==> src/rtl/tick_timer_pkg.sv <==
package tick_timer_pkg;

  // register map, byte offsets on the internal register port
  localparam int unsigned ADDR_W = 8;
  localparam logic [7:0] OFS_LIVE_COUNT = 8'h00;
  localparam logic [7:0] OFS_RELOAD = 8'h04;
  localparam logic [7:0] OFS_TICK_CONTROL = 8'h08;

  // tick_control field positions
  localparam int unsigned CTL_UNIT_ENABLE = 0;
  localparam int unsigned CTL_CONT_RELOAD = 1;
  localparam int unsigned CTL_COUNT_GO = 2;
  localparam int unsigned CTL_HW_HALT_GATE = 3;
  localparam int unsigned CTL_FW_HALT = 4;
  localparam int unsigned CTL_USED_W = 5;

  // values after reset
  localparam logic [31:0] LIVE_COUNT_RST = 32'h0000_0000;
  localparam logic [31:0] RELOAD_RST = 32'h0000_0000;
  localparam logic [4:0] TICK_CONTROL_RST = 5'h00;
  localparam logic [31:0] RDATA_RST = 32'h0000_0000;
  localparam logic SYNC_LEVEL_RST = 1'b0;

  // count value at which the expiry pulse fires on the next tick
  localparam logic [31:0] COUNT_LAST = 32'h0000_0001;
  localparam logic [31:0] COUNT_ZERO = 32'h0000_0000;

  // timer sequencing states
  typedef enum logic [2:0] {
    ST_IDLE = 3'b001,
    ST_RUN = 3'b010,
    ST_DONE = 3'b100
  } tmr_state_t;

endpackage

==> src/rtl/low_power_os_tick_timer.sv <==
`timescale 1ns/10ps
`default_nettype none

// Overview of operation
// - 32-bit counter decrements on slow timer clock, usable in any sleep state that keeps the system clock running.
// - Count going from one to zero emits one expiry interrupt pulse.
// - Setting count_go loads reload value and starts; one-shot when continuous_reload clear.
// - After one-shot expiry, setting count_go again restarts from unchanged reload.
// - Continuous mode reloads at zero, keeps counting, pulses on every expiry.
// - Reload writes while running leave current count; used at next reload.
// - Reload written zero while counting: finish to zero, then clear count_go.
// - Setting count_go with zero reload self-clears count_go, no counting.
// - Debug halt high with gate enabled stops counting; resumes from held value.
// - Control bit 4 fw_halt_bit freezes counter when one.
// - Control bit 3 hw_halt_gate_en lets debug halt stop counter.
// - Count register returns live count, no snapshot; read as one word.
// - clk_request high only during register access or interrupt delivery.
// - sleep_request input ignored entirely.
// - Counting needs the system clock running, since it samples the slow clock pin.
// - Power-on reset zeroes all registers and logic, stopping any count.
// - count_go set loads and starts; firmware clear zeroes count, no interrupt.
// - continuous_reload zero is one-shot with done state; one is continuous.
// - unit_enable zero gates counting; falling edge returns everything to defaults.
module low_power_os_tick_timer #(
  parameter int unsigned COUNT_W = 32
) (
  // clock and power-on reset
  input wire logic sys_clk_i,
  input wire logic rst_b_i,
  // slow timer clock pin, sampled as a level
  input wire logic slow_timer_clk_i,
  // debug halt and sleep sideband
  input wire logic dbg_halt_i,
  input wire logic sleep_request_i,
  // register access port
  input wire logic reg_sel_i,
  input wire logic reg_wr_i,
  input wire logic [tick_timer_pkg::ADDR_W-1:0] reg_addr_i,
  input wire logic [3:0] reg_be_i,
  input wire logic [31:0] reg_wdata_i,
  output logic [31:0] reg_rdata_o,
  output logic reg_ready_o,
  // interrupt and clock request
  output logic tick_expiry_irq_o,
  output logic clk_request_o
);

  // synchronised pin levels
  logic slow_lvl;
  logic slow_lvl_d;
  logic slow_tick;
  logic halt_lvl;

  // software visible state
  logic [COUNT_W-1:0] live_count_value;
  logic [COUNT_W-1:0] reload_value;
  logic unit_enable;
  logic continuous_reload;
  logic count_go;
  logic hw_halt_gate_en;
  logic fw_halt_bit;

  // access decode
  logic wr_any;
  logic wr_ctrl;
  logic wr_reload;
  logic rd_any;
  logic [31:0] rd_word;

  // control write decode
  logic new_enable;
  logic new_go;
  logic enable_fall;
  logic go_rise;
  logic go_fw_clear;

  // counting logic
  logic halted;
  logic count_step;
  logic reload_zero;
  logic at_last;
  logic at_zero;
  logic expire;
  logic [COUNT_W-1:0] next_count;
  logic next_go;
  tick_timer_pkg::tmr_state_t tmr_state;
  tick_timer_pkg::tmr_state_t next_state;

  // sleep_request_i is deliberately left unread: it has no effect here

  // slow clock pin through the three-flop filter; the pin is sampled as data,
  // so each of its phases must outlast several system clocks, and a tick
  // reaches the counter about four system clocks after the pin rises
  pin_sync3 slow_clk_sync (
    .sys_clk_i(sys_clk_i),
    .rst_b_i(rst_b_i),
    .async_i(slow_timer_clk_i),
    .level_o(slow_lvl)
  );

  // debug halt pin through the three-flop filter
  // the halt pin moves slowly against the tick spacing, so the same filter suffices
  pin_sync3 halt_sync (
    .sys_clk_i(sys_clk_i),
    .rst_b_i(rst_b_i),
    .async_i(dbg_halt_i),
    .level_o(halt_lvl)
  );

  // previous filtered slow clock level, for rising edge detection
  // its reset level matches the idle pin level, so no false tick follows reset
  always_ff @(posedge sys_clk_i or negedge rst_b_i) begin
    if (!rst_b_i) begin
      slow_lvl_d <= tick_timer_pkg::SYNC_LEVEL_RST;
    end else begin
      slow_lvl_d <= slow_lvl;
    end
  end

  // one tick per rising edge of the slow timer clock
  assign slow_tick = slow_lvl & ~slow_lvl_d;

  // register access decode
  assign wr_any = reg_sel_i & reg_wr_i;
  assign rd_any = reg_sel_i & ~reg_wr_i;
  assign wr_ctrl = wr_any & reg_be_i[0] & (reg_addr_i == tick_timer_pkg::OFS_TICK_CONTROL);
  assign wr_reload = wr_any & (reg_addr_i == tick_timer_pkg::OFS_RELOAD);

  // control write edges on enable and go; go acts only on its edges, so rewriting
  // a set go bit leaves a running count alone, and every control bit sits in lane 0
  assign new_enable = reg_wdata_i[tick_timer_pkg::CTL_UNIT_ENABLE];
  assign new_go = reg_wdata_i[tick_timer_pkg::CTL_COUNT_GO];
  assign enable_fall = wr_ctrl & unit_enable & ~new_enable;
  assign go_rise = wr_ctrl & ~count_go & new_go;
  assign go_fw_clear = wr_ctrl & count_go & ~new_go;

  // halt sources: firmware bit alone, or debug pin when gated in
  // a halt only withholds steps; the count and the tick detector keep their state
  assign halted = fw_halt_bit | (hw_halt_gate_en & halt_lvl);

  // counting advances only when enabled, running, unhalted and on a tick
  assign count_step = count_go & unit_enable & slow_tick & ~halted;
  assign reload_zero = (reload_value == COUNT_W'(tick_timer_pkg::COUNT_ZERO));

  // terminal count detection, compared once here rather than inside the step decode
  assign at_last = (live_count_value == COUNT_W'(tick_timer_pkg::COUNT_LAST));
  assign at_zero = (live_count_value == COUNT_W'(tick_timer_pkg::COUNT_ZERO));

  // next count, go bit, state and expiry for this cycle
  always_comb begin
    next_count = live_count_value;
    next_go = count_go;
    next_state = tmr_state;
    expire = 1'b0;
    // priority: disabling, then a firmware clear, then a start, then a counting step;
    // a disable, firmware clear or start therefore beats a tick that lands in the same cycle
    if (enable_fall) begin
      next_count = COUNT_W'(tick_timer_pkg::LIVE_COUNT_RST);
      next_go = 1'b0;
      next_state = tick_timer_pkg::ST_IDLE;
    end else if (go_fw_clear) begin
      next_count = COUNT_W'(tick_timer_pkg::COUNT_ZERO);
      next_go = 1'b0;
      next_state = tick_timer_pkg::ST_IDLE;
    end else if (go_rise) begin
      if (reload_zero) begin
        next_go = 1'b0;
        next_state = tick_timer_pkg::ST_IDLE;
      end else begin
        next_count = reload_value;
        next_go = 1'b1;
        next_state = tick_timer_pkg::ST_RUN;
      end
    end else if (count_step) begin
      // the one-to-zero step is the only place the expiry pulse is raised
      if (at_last) begin
        next_count = COUNT_W'(tick_timer_pkg::COUNT_ZERO);
        expire = 1'b1;
        if (!continuous_reload) begin
          next_go = 1'b0;
          next_state = tick_timer_pkg::ST_DONE;
        end
      end else if (at_zero) begin
        // continuous mode rests at zero for one tick, then takes the latest reload value
        if (continuous_reload && !reload_zero) begin
          next_count = reload_value;
          next_state = tick_timer_pkg::ST_RUN;
        end else begin
          next_go = 1'b0;
          next_state = tick_timer_pkg::ST_DONE;
        end
      end else begin
        // plain decrement; no wrap, since zero is handled above
        next_count = live_count_value - COUNT_W'(1);
      end
    end
  end

  // live counter, reset to zero by power-on reset
  // every change is decided in the combinational block above, one source per cycle
  always_ff @(posedge sys_clk_i or negedge rst_b_i) begin
    if (!rst_b_i) begin
      live_count_value <= COUNT_W'(tick_timer_pkg::LIVE_COUNT_RST);
    end else begin
      live_count_value <= next_count;
    end
  end

  // count_go bit, set by firmware, cleared by firmware or hardware
  always_ff @(posedge sys_clk_i or negedge rst_b_i) begin
    if (!rst_b_i) begin
      count_go <= tick_timer_pkg::TICK_CONTROL_RST[tick_timer_pkg::CTL_COUNT_GO];
    end else begin
      count_go <= next_go;
    end
  end

  // sequencing state, idle, running or done after a count runs out
  // the done state marks a finished count until go is set again or the unit is disabled
  always_ff @(posedge sys_clk_i or negedge rst_b_i) begin
    if (!rst_b_i) begin
      tmr_state <= tick_timer_pkg::ST_IDLE;
    end else begin
      case (next_state)
        tick_timer_pkg::ST_IDLE: begin
          tmr_state <= tick_timer_pkg::ST_IDLE;
        end
        tick_timer_pkg::ST_RUN: begin
          tmr_state <= tick_timer_pkg::ST_RUN;
        end
        tick_timer_pkg::ST_DONE: begin
          tmr_state <= tick_timer_pkg::ST_DONE;
        end
        default: begin
          tmr_state <= tick_timer_pkg::ST_IDLE;
        end
      endcase
    end
  end

  // remaining control bits, plain firmware storage
  // a falling enable clears every bit, which also drops any halt selection
  always_ff @(posedge sys_clk_i or negedge rst_b_i) begin
    if (!rst_b_i) begin
      unit_enable <= tick_timer_pkg::TICK_CONTROL_RST[tick_timer_pkg::CTL_UNIT_ENABLE];
      continuous_reload <= tick_timer_pkg::TICK_CONTROL_RST[tick_timer_pkg::CTL_CONT_RELOAD];
      hw_halt_gate_en <= tick_timer_pkg::TICK_CONTROL_RST[tick_timer_pkg::CTL_HW_HALT_GATE];
      fw_halt_bit <= tick_timer_pkg::TICK_CONTROL_RST[tick_timer_pkg::CTL_FW_HALT];
    end else if (enable_fall) begin
      unit_enable <= 1'b0;
      continuous_reload <= 1'b0;
      hw_halt_gate_en <= 1'b0;
      fw_halt_bit <= 1'b0;
    end else if (wr_ctrl) begin
      unit_enable <= new_enable;
      continuous_reload <= reg_wdata_i[tick_timer_pkg::CTL_CONT_RELOAD];
      hw_halt_gate_en <= reg_wdata_i[tick_timer_pkg::CTL_HW_HALT_GATE];
      fw_halt_bit <= reg_wdata_i[tick_timer_pkg::CTL_FW_HALT];
    end
  end

  // reload register, byte lanes written independently, never touches the count
  // a zero written while running lets the count run out, then go is cleared
  always_ff @(posedge sys_clk_i or negedge rst_b_i) begin
    if (!rst_b_i) begin
      reload_value <= COUNT_W'(tick_timer_pkg::RELOAD_RST);
    end else if (enable_fall) begin
      reload_value <= COUNT_W'(tick_timer_pkg::RELOAD_RST);
    end else if (wr_reload) begin
      for (int b = 0; b < COUNT_W / 8; b++) begin
        if (reg_be_i[b]) begin
          reload_value[b*8 +: 8] <= reg_wdata_i[b*8 +: 8];
        end
      end
    end
  end

  // read multiplexer, count is the live value with no snapshot
  // unmapped offsets and the unused control bits read as zero
  always_comb begin
    rd_word = 32'h0000_0000;
    case (reg_addr_i)
      tick_timer_pkg::OFS_LIVE_COUNT: begin
        rd_word = 32'(live_count_value);
      end
      tick_timer_pkg::OFS_RELOAD: begin
        rd_word = 32'(reload_value);
      end
      tick_timer_pkg::OFS_TICK_CONTROL: begin
        rd_word[tick_timer_pkg::CTL_UNIT_ENABLE] = unit_enable;
        rd_word[tick_timer_pkg::CTL_CONT_RELOAD] = continuous_reload;
        rd_word[tick_timer_pkg::CTL_COUNT_GO] = count_go;
        rd_word[tick_timer_pkg::CTL_HW_HALT_GATE] = hw_halt_gate_en;
        rd_word[tick_timer_pkg::CTL_FW_HALT] = fw_halt_bit;
      end
      default: begin
        rd_word = 32'h0000_0000;
      end
    endcase
  end

  // read data registered whole, so a word read sees one consistent value
  // it changes only on reads, so it may be picked up any time before the next read
  always_ff @(posedge sys_clk_i or negedge rst_b_i) begin
    if (!rst_b_i) begin
      reg_rdata_o <= tick_timer_pkg::RDATA_RST;
    end else if (rd_any) begin
      reg_rdata_o <= rd_word;
    end
  end

  // access completion, one cycle after any selected access
  // fixed latency with no wait states, so one access per cycle is allowed
  always_ff @(posedge sys_clk_i or negedge rst_b_i) begin
    if (!rst_b_i) begin
      reg_ready_o <= 1'b0;
    end else begin
      reg_ready_o <= reg_sel_i;
    end
  end

  // expiry pulse, one system clock cycle per one-to-zero transition
  always_ff @(posedge sys_clk_i or negedge rst_b_i) begin
    if (!rst_b_i) begin
      tick_expiry_irq_o <= 1'b0;
    end else begin
      tick_expiry_irq_o <= expire;
    end
  end

  // clock request only around accesses and interrupt delivery
  // it stays up from the expiry decision until the pulse has been delivered
  always_ff @(posedge sys_clk_i or negedge rst_b_i) begin
    if (!rst_b_i) begin
      clk_request_o <= 1'b0;
    end else begin
      clk_request_o <= reg_sel_i | reg_ready_o | expire | tick_expiry_irq_o;
    end
  end

endmodule

`default_nettype wire

==> src/rtl/pin_sync3.sv <==
`timescale 1ns/10ps
`default_nettype none

module pin_sync3 (
  // clock and reset
  input wire logic sys_clk_i,
  input wire logic rst_b_i,
  // asynchronous pin in, filtered level out
  input wire logic async_i,
  output logic level_o
);

  logic stage1;
  logic stage2;
  logic stage3;

  // three-flop chain, the first flop feeds only the second
  always_ff @(posedge sys_clk_i or negedge rst_b_i) begin
    if (!rst_b_i) begin
      stage1 <= tick_timer_pkg::SYNC_LEVEL_RST;
      stage2 <= tick_timer_pkg::SYNC_LEVEL_RST;
      stage3 <= tick_timer_pkg::SYNC_LEVEL_RST;
    end else begin
      stage1 <= async_i;
      stage2 <= stage1;
      stage3 <= stage2;
    end
  end

  // a change is accepted once the second and third stages agree
  always_ff @(posedge sys_clk_i or negedge rst_b_i) begin
    if (!rst_b_i) begin
      level_o <= tick_timer_pkg::SYNC_LEVEL_RST;
    end else if (stage2 == stage3) begin
      level_o <= stage3;
    end
  end

endmodule

`default_nettype wire

==> config.mk <==
export PLATFORM = sky130hd
export DESIGN_NAME = low_power_os_tick_timer
export DESIGN_NICKNAME = d
export VERILOG_FILES = /design/src/rtl/tick_timer_pkg.sv /design/src/rtl/low_power_os_tick_timer.sv /design/src/rtl/pin_sync3.sv
export SDC_FILE = /design/constraint.sdc
export NUM_CORES = 1
export LEC_CHECK = 0
export ABC_AREA = 1
export BUFFER_PORTS_ARGS = -buffer_cell sky130_fd_sc_hd__buf_2
export CORE_ASPECT_RATIO = 0.5
export CORE_MARGIN = 2
export CORE_UTILIZATION = 60
export CTS_BUF_LIST = sky130_fd_sc_hd__clkbuf_8
export DETAILED_ROUTE_END_ITERATION = 8
export PLACE_DENSITY = 0.82
export SLEW_MARGIN = 20
export SYNTH_ARGS = -nofsm -noshare
export SYNTH_HDL_FRONTEND = slang
export SYNTH_HIERARCHICAL = 1
export SYNTH_SLANG_ARGS = --single-unit
==> constraint.sdc <==
create_clock -name sys_clk_i -period 2.29 [get_ports sys_clk_i]
set_clock_uncertainty 0.1 [all_clocks]
set_input_delay 0.3435 -clock sys_clk_i [delete_from_list [all_inputs] [get_ports sys_clk_i]]
set_output_delay 0.3435 -clock sys_clk_i [all_outputs]
set_load 0.02 [all_outputs]
# == Yosys cells after proc, flatten, opt, wreduce, memory -nomap -nowiden ==
# Cells that the tools add are included.
# word_totals
ff_bits,113
input_bits,51
out_inout_bits,35
# op_classes
addsub,1
eq_ne,9
n_mux,38
bitwise_logic,26
reduce_logical,19
# ops
operator,n
32-bit two-way mux,10
32-bit logical NOT,2
27-bit one-hot mux with 2 select lines,1
"32-bit by 1-bit equality test with 1-bit output, second input constant",1
8-bit two-way mux,4
"32-bit by 1-bit subtractor with 32-bit output, second input constant",1
1-bit two-way mux,22
1-bit AND,16
5-bit one-hot mux with 3 select lines,1
2-bit nonzero test,6
"5-bit inequality test, second input constant",2
"8-bit by 3-bit equality test with 1-bit output, second input constant",1
"8-bit by 4-bit equality test with 1-bit output, second input constant",1
8-bit logical NOT,1
2-bit AND reduction,4
"6-bit by 5-bit inequality test with 1-bit output, second input constant",1
1-bit NOT,6
5-bit nonzero test,1
"4-bit inequality test, second input constant",1
1-bit bitwise OR,4
4-bit AND reduction,1
4-bit nonzero test,1
3-bit AND reduction,1
1-bit equality test,2
2 further kinds,2

# == Longest topological paths before layout ==
# Gate-level depths: netlist of the first run.
# depth
word_depth,10
depth_mapped,14
mapped_depth_nobuf,14

# == Hierarchy ==
# Netlist of the first run, hierarchy kept.
# by_module_without_submodules
mod,n_inst,cells_each,area_each_um2
low_power_os_tick_timer,1,931,6327.3
pin_sync3,2,8,116.4

# == Least setup slack after synthesis of the first run ==
# No wires, ideal clock.
# synth_timing
kind,register to register
from,reg live_count_value[0]
to,reg live_count_value[12]
setup_ns,0.117
t_arrival_ns,1.645
required_time_ns,2.073
slack_ns,0.428
path_stages_with_launch,14
path_buffers,2
synth_period_minus_slack_ns,1.862
cell_sequence,dfrtp_1 -> inv_1 -> ha_1 -> nand2_1 -> inv_1 -> nand3_2 -> nor2_4 -> nor2_1 -> buf_2 -> buf_6 -> nor2_1 -> nor2_1 -> nand2_1 -> nand2_1
# synth_via
elab_chain_len,7
# synth_rtl
element,line_no,text
start: declaration,low_power_os_tick_timer.sv:55,logic [COUNT_W-1:0] live_count_value;
start signal: assignment,low_power_os_tick_timer.sv:203,live_count_value <= COUNT_W'(tick_timer_pkg::LIVE_COUNT_RST);
start signal: assignment,low_power_os_tick_timer.sv:205,live_count_value <= next_count;
32-bit by 1-bit subtractor with 32-bit output / 32-bit logical NOT (equally long branches),"low_power_os_tick_timer.sv:194, low_power_os_tick_timer.sv:147",
32-bit two-way mux,low_power_os_tick_timer.sv:183,end else if (at_zero) begin
32-bit two-way mux,low_power_os_tick_timer.sv:176,if (at_last) begin
32-bit two-way mux,low_power_os_tick_timer.sv:174,end else if (count_step) begin
32-bit two-way mux,low_power_os_tick_timer.sv:165,end else if (go_rise) begin
32-bit two-way mux,low_power_os_tick_timer.sv:161,end else if (go_fw_clear) begin
32-bit two-way mux,low_power_os_tick_timer.sv:157,if (enable_fall) begin
# Parallel ways exist; a longest one is shown, timed or not. The select of a mux whose other input is x is not followed.
# A chain may end at the register's enable or synchronous reset.

# == Worst setup path after layout of the first run ==
# layout_timing
from,in reg_sel_i
to,reg live_count_value[18]
# layout_via
elab_chain_len,8
# layout_rtl
element,line_no,text
start: declaration,low_power_os_tick_timer.sv:36,"input wire logic reg_sel_i,"
1-bit AND (*),low_power_os_tick_timer.sv:124,assign wr_any = reg_sel_i & reg_wr_i;
1-bit AND (*) (2 in a row),low_power_os_tick_timer.sv:126,assign wr_ctrl = wr_any & reg_be_i[0] & (reg_addr_i == tick_timer_pkg::OFS_TICK_CONTROL);
"parallel branches: the longest is 5 deep, another holds 6-bit by 5-bit inequality test with 1-bit output",n/a,
# Every way passes the cells marked *.

==> flow_summary_export.csv, run 1 <==
group,metric,value,unit
logic_synthesis,yosysTopAreaCell,"dfrtp_1",
timing,tightest_slew,0.781,ns
setup_path,crit_type,"primary input to flip-flop",
timing,period_minus_slack,2.18,ns
finish,drive_above_1_share,19.1,%
setup_path,crit_arrival,2.46,ns
pwr,combPwrFrac,29.2,%
floorplanning,rows,26,
setup_path,crit_slowest_cell,"nor2_2",
logic_synthesis,synth.distinct_cells,33,
setup_path,r2r_end,"live_count_value[21]",
pwr,pwr-share-clk,33.8,%
clocking,clockRootBuffer,"clkbuf_8",
place,dpl.hpwl,15.0,mm
finish,instances_no_fill,1224,
clocking,htreeDepth,4,
clocking,clk_latency,0.45,ns
logic_synthesis,ys_seq_elements,113,
timing,max_freq,459,MHz
setup_path,cp_cell_sequence,"dlygate4sd3_1 > buf_2 > nand2_2 > nor2_4 > buf_4 > nand3_1 > nand2_4 > nor2_2 > nand4_1 > nand2_1",
logic_synthesis,synth_edf_count,0,
timing,finalSetupViolations,0,
finish,nets,1124,
logic_synthesis,ys.flop_type,"dfrtp_1",
floorplanning,ios,86,
setup_path,r2r_start,"live_count_value[0]",
pwr,fin_total_pwr,5.81,mW
timing,fin_ws,0.111,ns
routing,drtAntennaViolNets,0,
timing,finalHoldViolCount,0,
setup_path,crit_end,"live_count_value[18]",
pwr,internal_power,3.68,mW
setup_path,slowest_delay,0.61,ns
routing,wl_per_cell,17.3,um
global_route,grtUsageTotal,36.8,%
finish,antenna_cells,0,
flow_run,maxCapViolCount,0,
routing,drc_errors,0,
finish,reg.largest.list,"live_count_value x32, reg_rdata_o x32, reload_value x32",
logic_synthesis,ys_seq_area_share,43.1,%
logic_synthesis,postSynthAreaPerCell,6.93,sq um
routing,drt_iter0_drc,740,
pwr,p_sw,2.12,mW
logic_synthesis,synth.area.top_cells,"dfrtp_1 (43%), nand2_1 (17%), nor2_1 (8.6%)",
setup_path,critical_path_peak_fanout,13,
floorplanning,core,0.0104,sq mm
setup_path,r2r_setup_slack,0.16,ns
setup_path,worstSetupEndpointType,"flip-flop",
clocking,cts_tree,"built",
finish,area_growth,20.9,%
logic_synthesis,async_reset_ff_share,100,%
logic_synthesis,netlist_area,0.00656,sq mm
timing,tns,0,ns
timing,relSlewSlack,47.9,%
logic_synthesis,synth_top_area_share,43.1,%
global_route,grt_pass1_vias,6663,
timing,post-route-period-util,95.1,%
finish,fin_area,0.00793,sq mm
logic_synthesis,synth_fp_nets,1000,
clocking,cts_buffers,17,
routing,vias,7026,
routing,drt_wl_total,21.2,mm
pwr,p_leak,4.32,nW
finish,fin_util,76.2,%
timing,maxSlewViolCount,0,
logic_synthesis,yosysWarningCount,6,
pwr,p_seq_share,37.0,%
floorplanning,initial_core_util,63.0,%
routing,drt_pass1_iterations,6,
clocking,cts_sinks,113,
place,io_buffers,84,
global_route,antenna_found_initial,0,
place,gp_congestion,0.979,
routing,viasPerCell,5.74,
clocking,cts.path.max_buffers,2,
floorplanning,die_area,0.0118,sq mm
clocking,cts.clk_slew.worst_paths,0.08,ns
place,placed_area,0.00738,sq mm
min_path,timing.hold.worst.class,"primary input to flip-flop",
place,pre_cts_ws,-0.158,ns
floorplanning,die_y,77.9,um
place,place_inst,1186,
setup_path,ff2ff_path_depth,10,
setup_path,start_kind,"primary input",
pwr,powerDensity,732,mW/mm^2
global_route,grt_pass1_wl,33.9,mm
pwr,swShare,36.5,%
setup_path,cp_data_required_time,2.57,ns
logic_synthesis,synthCells,947,
floorplanning,die_w,152,um
global_route,grt_overflow,0,
timing,hold_ws,0.0368,ns
pwr,ir_worst_vdd,0.465,mV
global_route,grt_max_degree,114,
setup_path,startpoint,"reg_sel_i",
outcome,outcome,"completed",
critical path, delay by kind of cell:
kind | cells | cell delay (ns)
buf+inv | 3 | 0.85
simple gates | 7 | 1.25
metal layers:
layer  global-route usage (%)  share of wire [%]  up-vias
li1                         -                  -     3264
met2                     56.8                 44      453
met3                     7.82                 12       65
met1                     52.1                 42     3244
met5                        0                  0        -
met4                     12.7                2.7        0
logic make-up (layout without fill, tap and decap cells):
kind of cell	after synthesis	after routing	share of synthesized area, %
xor+xnor	12	12	1.60
buf+inv	130	267	8.26
flops	113	113	43.1
compound gates	108	108	8.96
simple gates	582	582	37.7
fa+ha+maj	2	2	0.381
layout by cell type (no fill, tap or decap), types with 2 or more instances in the layout:
master | synthesis | routed
nand2_1 | 303 | 297
nor2_1 | 150 | 141
dfrtp_1 | 113 | 113
inv_1 | 95 | 94
buf_2 | 3 | 83
o21ai_0 | 70 | 68
nand3_1 | 47 | 46
buf_4 | 1 | 39
nor3_1 | 28 | 28
nand4_1 | 27 | 27
o22ai_1 | 19 | 19
clkbuf_8 | 0 | 18
nor2_2 | 6 | 12
xor2_1 | 12 | 12
nor2_4 | 8 | 11
nand2_2 | 5 | 9
a21oi_1 | 9 | 9
inv_6 | 0 | 5
buf_12 | 0 | 5
nand2_4 | 2 | 4
clkinvlp_4 | 0 | 4
a211oi_1 | 4 | 4
clkinv_1 | 4 | 4
dlygate4sd3_1 | 0 | 4
clkinv_2 | 1 | 3
nand3_2 | 2 | 3
o21ai_1 | 1 | 3
inv_2 | 2 | 2
or2_2 | 2 | 2
o211ai_1 | 2 | 2
clkinv_4 | 0 | 2
bufinv_16 | 0 | 2
buf_6 | 6 | 2
cell type report:
type	instances	area (sq um)
flip-flops and latches	113	2830
fillers	798	2480
multi-input cells	704	3270
clock buffers	18	248
inverters	102	388
repair buffers	133	871
well taps	140	175
clock inverters	14	154
worst min path at each step:
stage,end,depth (start not counted),start
finish,reload_value[16],3,reg_wdata_i[16]
global route,reload_value[28],3,reg_wdata_i[28]
CTS,reload_value[31],3,reg_wdata_i[31]
detailed placement,slow_clk_sync/stage2,0,slow_clk_sync/stage1
global placement,halt_sync/stage2,0,halt_sync/stage1
floorplan,clk_request_o,0,rst_b_i
timing repair:
action                                 CTS  global route
buffers inserted                         0             2
hold buffers                             4             0
pin swaps                                0             3
gates resized for setup                  1            25
setup endpoints to repair               13            37
endpoints found under the hold margin  116             0
power by group through the flow:
stage / logic, mW / registers [mW] / clock network, mW
5_1_grt: 1.89 / 2.16 / 2.04
3_5_place_dp: 1.62 / 2.18 / 0
3_3_place_gp: 1.58 / 2.18 / 0
6_report: 1.70 / 2.15 / 1.96
4_1_cts: 1.63 / 2.14 / 1.96
2_1_floorplan: 1.08 / 2.17 / 0
cell usage after synthesis, types with 9 or more instances:
cell and count:
inv_1 95, dfrtp_1 113, nor3_1 28, nand3_1 47, clkbuf_1 18, nor2_1 150, nand4_1 27, nand2_1 303
xor2_1 12, a21oi_1 9, o22ai_1 19, o21ai_0 70
Note: power is estimated with default switching activity, not from simulation.
==> inputs of run 2 (changes only) <==
--- a/config.mk
+++ b/config.mk
@@ -13,6 +13,8 @@
 export CTS_BUF_LIST = sky130_fd_sc_hd__clkbuf_8
 export DETAILED_ROUTE_END_ITERATION = 8
 export PLACE_DENSITY = 0.82
+export RECOVER_POWER = 25
+export REMOVE_ABC_BUFFERS = 1
 export SLEW_MARGIN = 20
 export SYNTH_ARGS = -nofsm -noshare
 export SYNTH_HDL_FRONTEND = slang
==> run 2 against run 1 <==
  * Total power increased by 5.4%
  * Sequential share of layout area decreased by 0.45 points
  * Global-route usage decreased by 0.16 points
  * Register-to-register slack got worse by 0.04 ns
  * Die area unchanged
  * Via count increased by 2.2%
  * First-iteration DRC count increased by 7.0%
  * Fmax decreased by 1.5%
  * Clock power increased by 14%
  * Critical path type unchanged
  * Largest power group is now clock
==> flow_summary_export.csv, run 2 (synthesis gave the netlist of run 1 again) <==
group,metric,value,unit
place,dpl.hpwl,14.9,mm
clocking,clockRootBuffer,"clkbuf_8",
pwr,powerDensity,761,mW/mm^2
timing,finalHoldViolCount,0,
routing,drtAntennaViolNets,0,
clocking,cts_buffers,17,
setup_path,start_kind,"primary input",
finish,fill_cells,791,
floorplanning,rows,26,
clocking,clk_latency,0.46,ns
floorplanning,initial_core_util,63.0,%
global_route,antenna_found_initial,1,
setup_path,crit_arrival,2.45,ns
timing,max_freq,452,MHz
clocking,cts_sinks,113,
routing,drt_pass1_iterations,7,
pwr,p_sw,2.17,mW
place,placed_area,0.00744,sq mm
floorplanning,die_w,152,um
finish,antenna_cells,0,
timing,period_minus_slack,2.21,ns
floorplanning,die_area,0.0118,sq mm
pwr,swShare,35.4,%
routing,drt_wl_total,21.3,mm
finish,drive_above_1_share,19.7,%
timing,tns,0,ns
setup_path,crit_slowest_cell,"dlygate4sd3_1",
routing,vias,7182,
floorplanning,ios,86,
global_route,grt_pass1_vias,6777,
clocking,htreeDepth,4,
setup_path,slowest_delay,0.53,ns
outcome,outcome,"completed",
setup_path,cp_cell_sequence,"dlygate4sd3_1 > buf_2 > nand2_2 > nor2_4 > nand2_4 > nor2_2 > nand2_2 > nand2_4 > clkinvlp_4 > nand2_4 > nor2_1 > nand2_1 > o21ai_0",
finish,layout_commonest_cell,"nand2_1",
finish,area_growth,22.5,%
global_route,grt_overflow,0,
pwr,pwr-share-clk,36.4,%
timing,tightest_slew,0.684,ns
routing,drt_iter0_drc,792,
global_route,grt_pass1_wl,34.1,mm
pwr,p_leak,4.38,nW
setup_path,crit_buf_inv,3,
setup_path,cp_data_required_time,2.53,ns
pwr,p_seq_share,35.1,%
setup_path,cp_top_family,"simple AND/OR/NAND/NOR gates",
clocking,cts_tree,"built",
place,gp_congestion,0.979,
floorplanning,core,0.0104,sq mm
finish,reg.largest.list,"live_count_value x32, reg_rdata_o x32, reload_value x32",
flow_run,maxCapViolCount,0,
global_route,grtUsageTotal,36.7,%
routing,wl_per_cell,17.4,um
routing,viasPerCell,5.84,
timing,finalSetupViolations,0,
pwr,combPwrFrac,28.5,%
timing,rsz0062_at_grt,"true",
timing,maxSlewViolCount,0,
place,io_buffers,84,
clocking,cts.clk_slew.worst_paths,0.07,ns
routing,drc_errors,0,
setup_path,critical_path_peak_fanout,6,
timing,hold_ws,0.0241,ns
timing,fin_ws,0.0772,ns
finish,nets,1129,
pwr,internal_power,3.95,mW
finish,fin_util,77.2,%
finish,fin_area,0.00804,sq mm
min_path,timing.hold.worst.class,"primary input to flip-flop",
setup_path,worstSetupEndpointType,"flip-flop",
timing,relSlewSlack,54.3,%
setup_path,path_common_cell,"nand2_4",
global_route,grt_max_degree,47,
floorplanning,die_y,77.9,um
pwr,ir_worst_vdd,0.437,mV
timing,post-route-period-util,96.6,%
setup_path,crit_type,"primary input to flip-flop",
clocking,cts.path.max_buffers,2,
finish,final_cell_mix,"nand2_1 (298), nor2_1 (138), dfrtp_1 (112)",
place,pre_cts_ws,-0.161,ns
setup_path,r2r_setup_slack,0.12,ns
==> run 2: cell count changes in the layout (fill, tap and decap cells not counted), moves of 2 or more <==
cell	change
buf_4	+5
buf_6	-2
bufinv_16	+2
clkinv_2	-2
clkinv_4	+3
clkinvlp_4	-2
inv_6	-3
nor2_1	-3
nor2_2	+2
nor2_4	+2
==> run 2: final timing paths <==
| path | start | to | cells past startpoint |
|---|---|---|---|
| worst max register to register | live_count_value[12] | clk_request_o | 11 |
| worst min-delay path | reg_wdata_i[30] | reload_value[30] | 3 |
| max in group asynchronous | rst_b_i | live_count_value[31] | 3 |
| min in group asynchronous | rst_b_i | reg_rdata_o[4] | 2 |
| worst min register to register | slow_clk_sync/stage1 | slow_clk_sync/stage2 | 0 |
| worst max-delay path | reg_sel_i | live_count_value[4] | 13 |
==> run 2: stage by stage <==
step           power (mW)  instances
3_3_place_gp         3.78       1193
6_report             6.12       1229
2_1_floorplan        3.23        919
3_5_place_dp         3.83       1193
4_1_cts              6.02       1229
5_1_grt              6.40       1229
==> run 2: what timing repair did <==
action                                 CTS  global route
cloned                                   0             1
endpoints found under the hold margin   44             0
pin swaps                                0             3
setup endpoints to repair               13            54
buffers inserted                         0             0
hold buffers                             4             0
resized for setup                        1            28
==> run 2: final cells by class <==
type / instances / area, sq um / share of cell area (%)
Timing Repair Buffer: 137 / 906 / 11.3
Clock buffer: 19 / 262 / 3.25
Inverter: 102 / 388 / 4.82
Tap cell: 140 / 175 / 2.18
Multi-Input combinational cell: 705 / 3280 / 40.8
Clock inverter: 13 / 200 / 2.49
Sequential cell: 113 / 2830 / 35.2
==> run 2: layer usage <==
| layer | global-route usage [%] | share of wire (%) | vias to the layer above |
|---|---|---|---|
| met5 | 0 | 0 | - |
| met4 | 13.8 | 3.0 | 0 |
| met3 | 7.60 | 11 | 70 |
| met2 | 55.9 | 44 | 479 |
| met1 | 52.0 | 42 | 3355 |
| li1 | - | - | 3278 |
==> run 2: power by group through the flow <==
| stage | clock, mW | combinational (mW) | sequential [mW] |
|---|---|---|---|
| floorplan | 0 | 1.06 | 2.17 |
| global placement | 0 | 1.61 | 2.18 |
| detailed placement | 0 | 1.65 | 2.18 |
| CTS | 2.21 | 1.67 | 2.14 |
| global route | 2.30 | 1.94 | 2.15 |
| finish | 2.23 | 1.75 | 2.15 |
==> run 2: tightest hold or removal path, cell delays in order <==
cell and delay [ns]:
buf_2 0.07, nor3_1 0.04, nor2_1 0.08
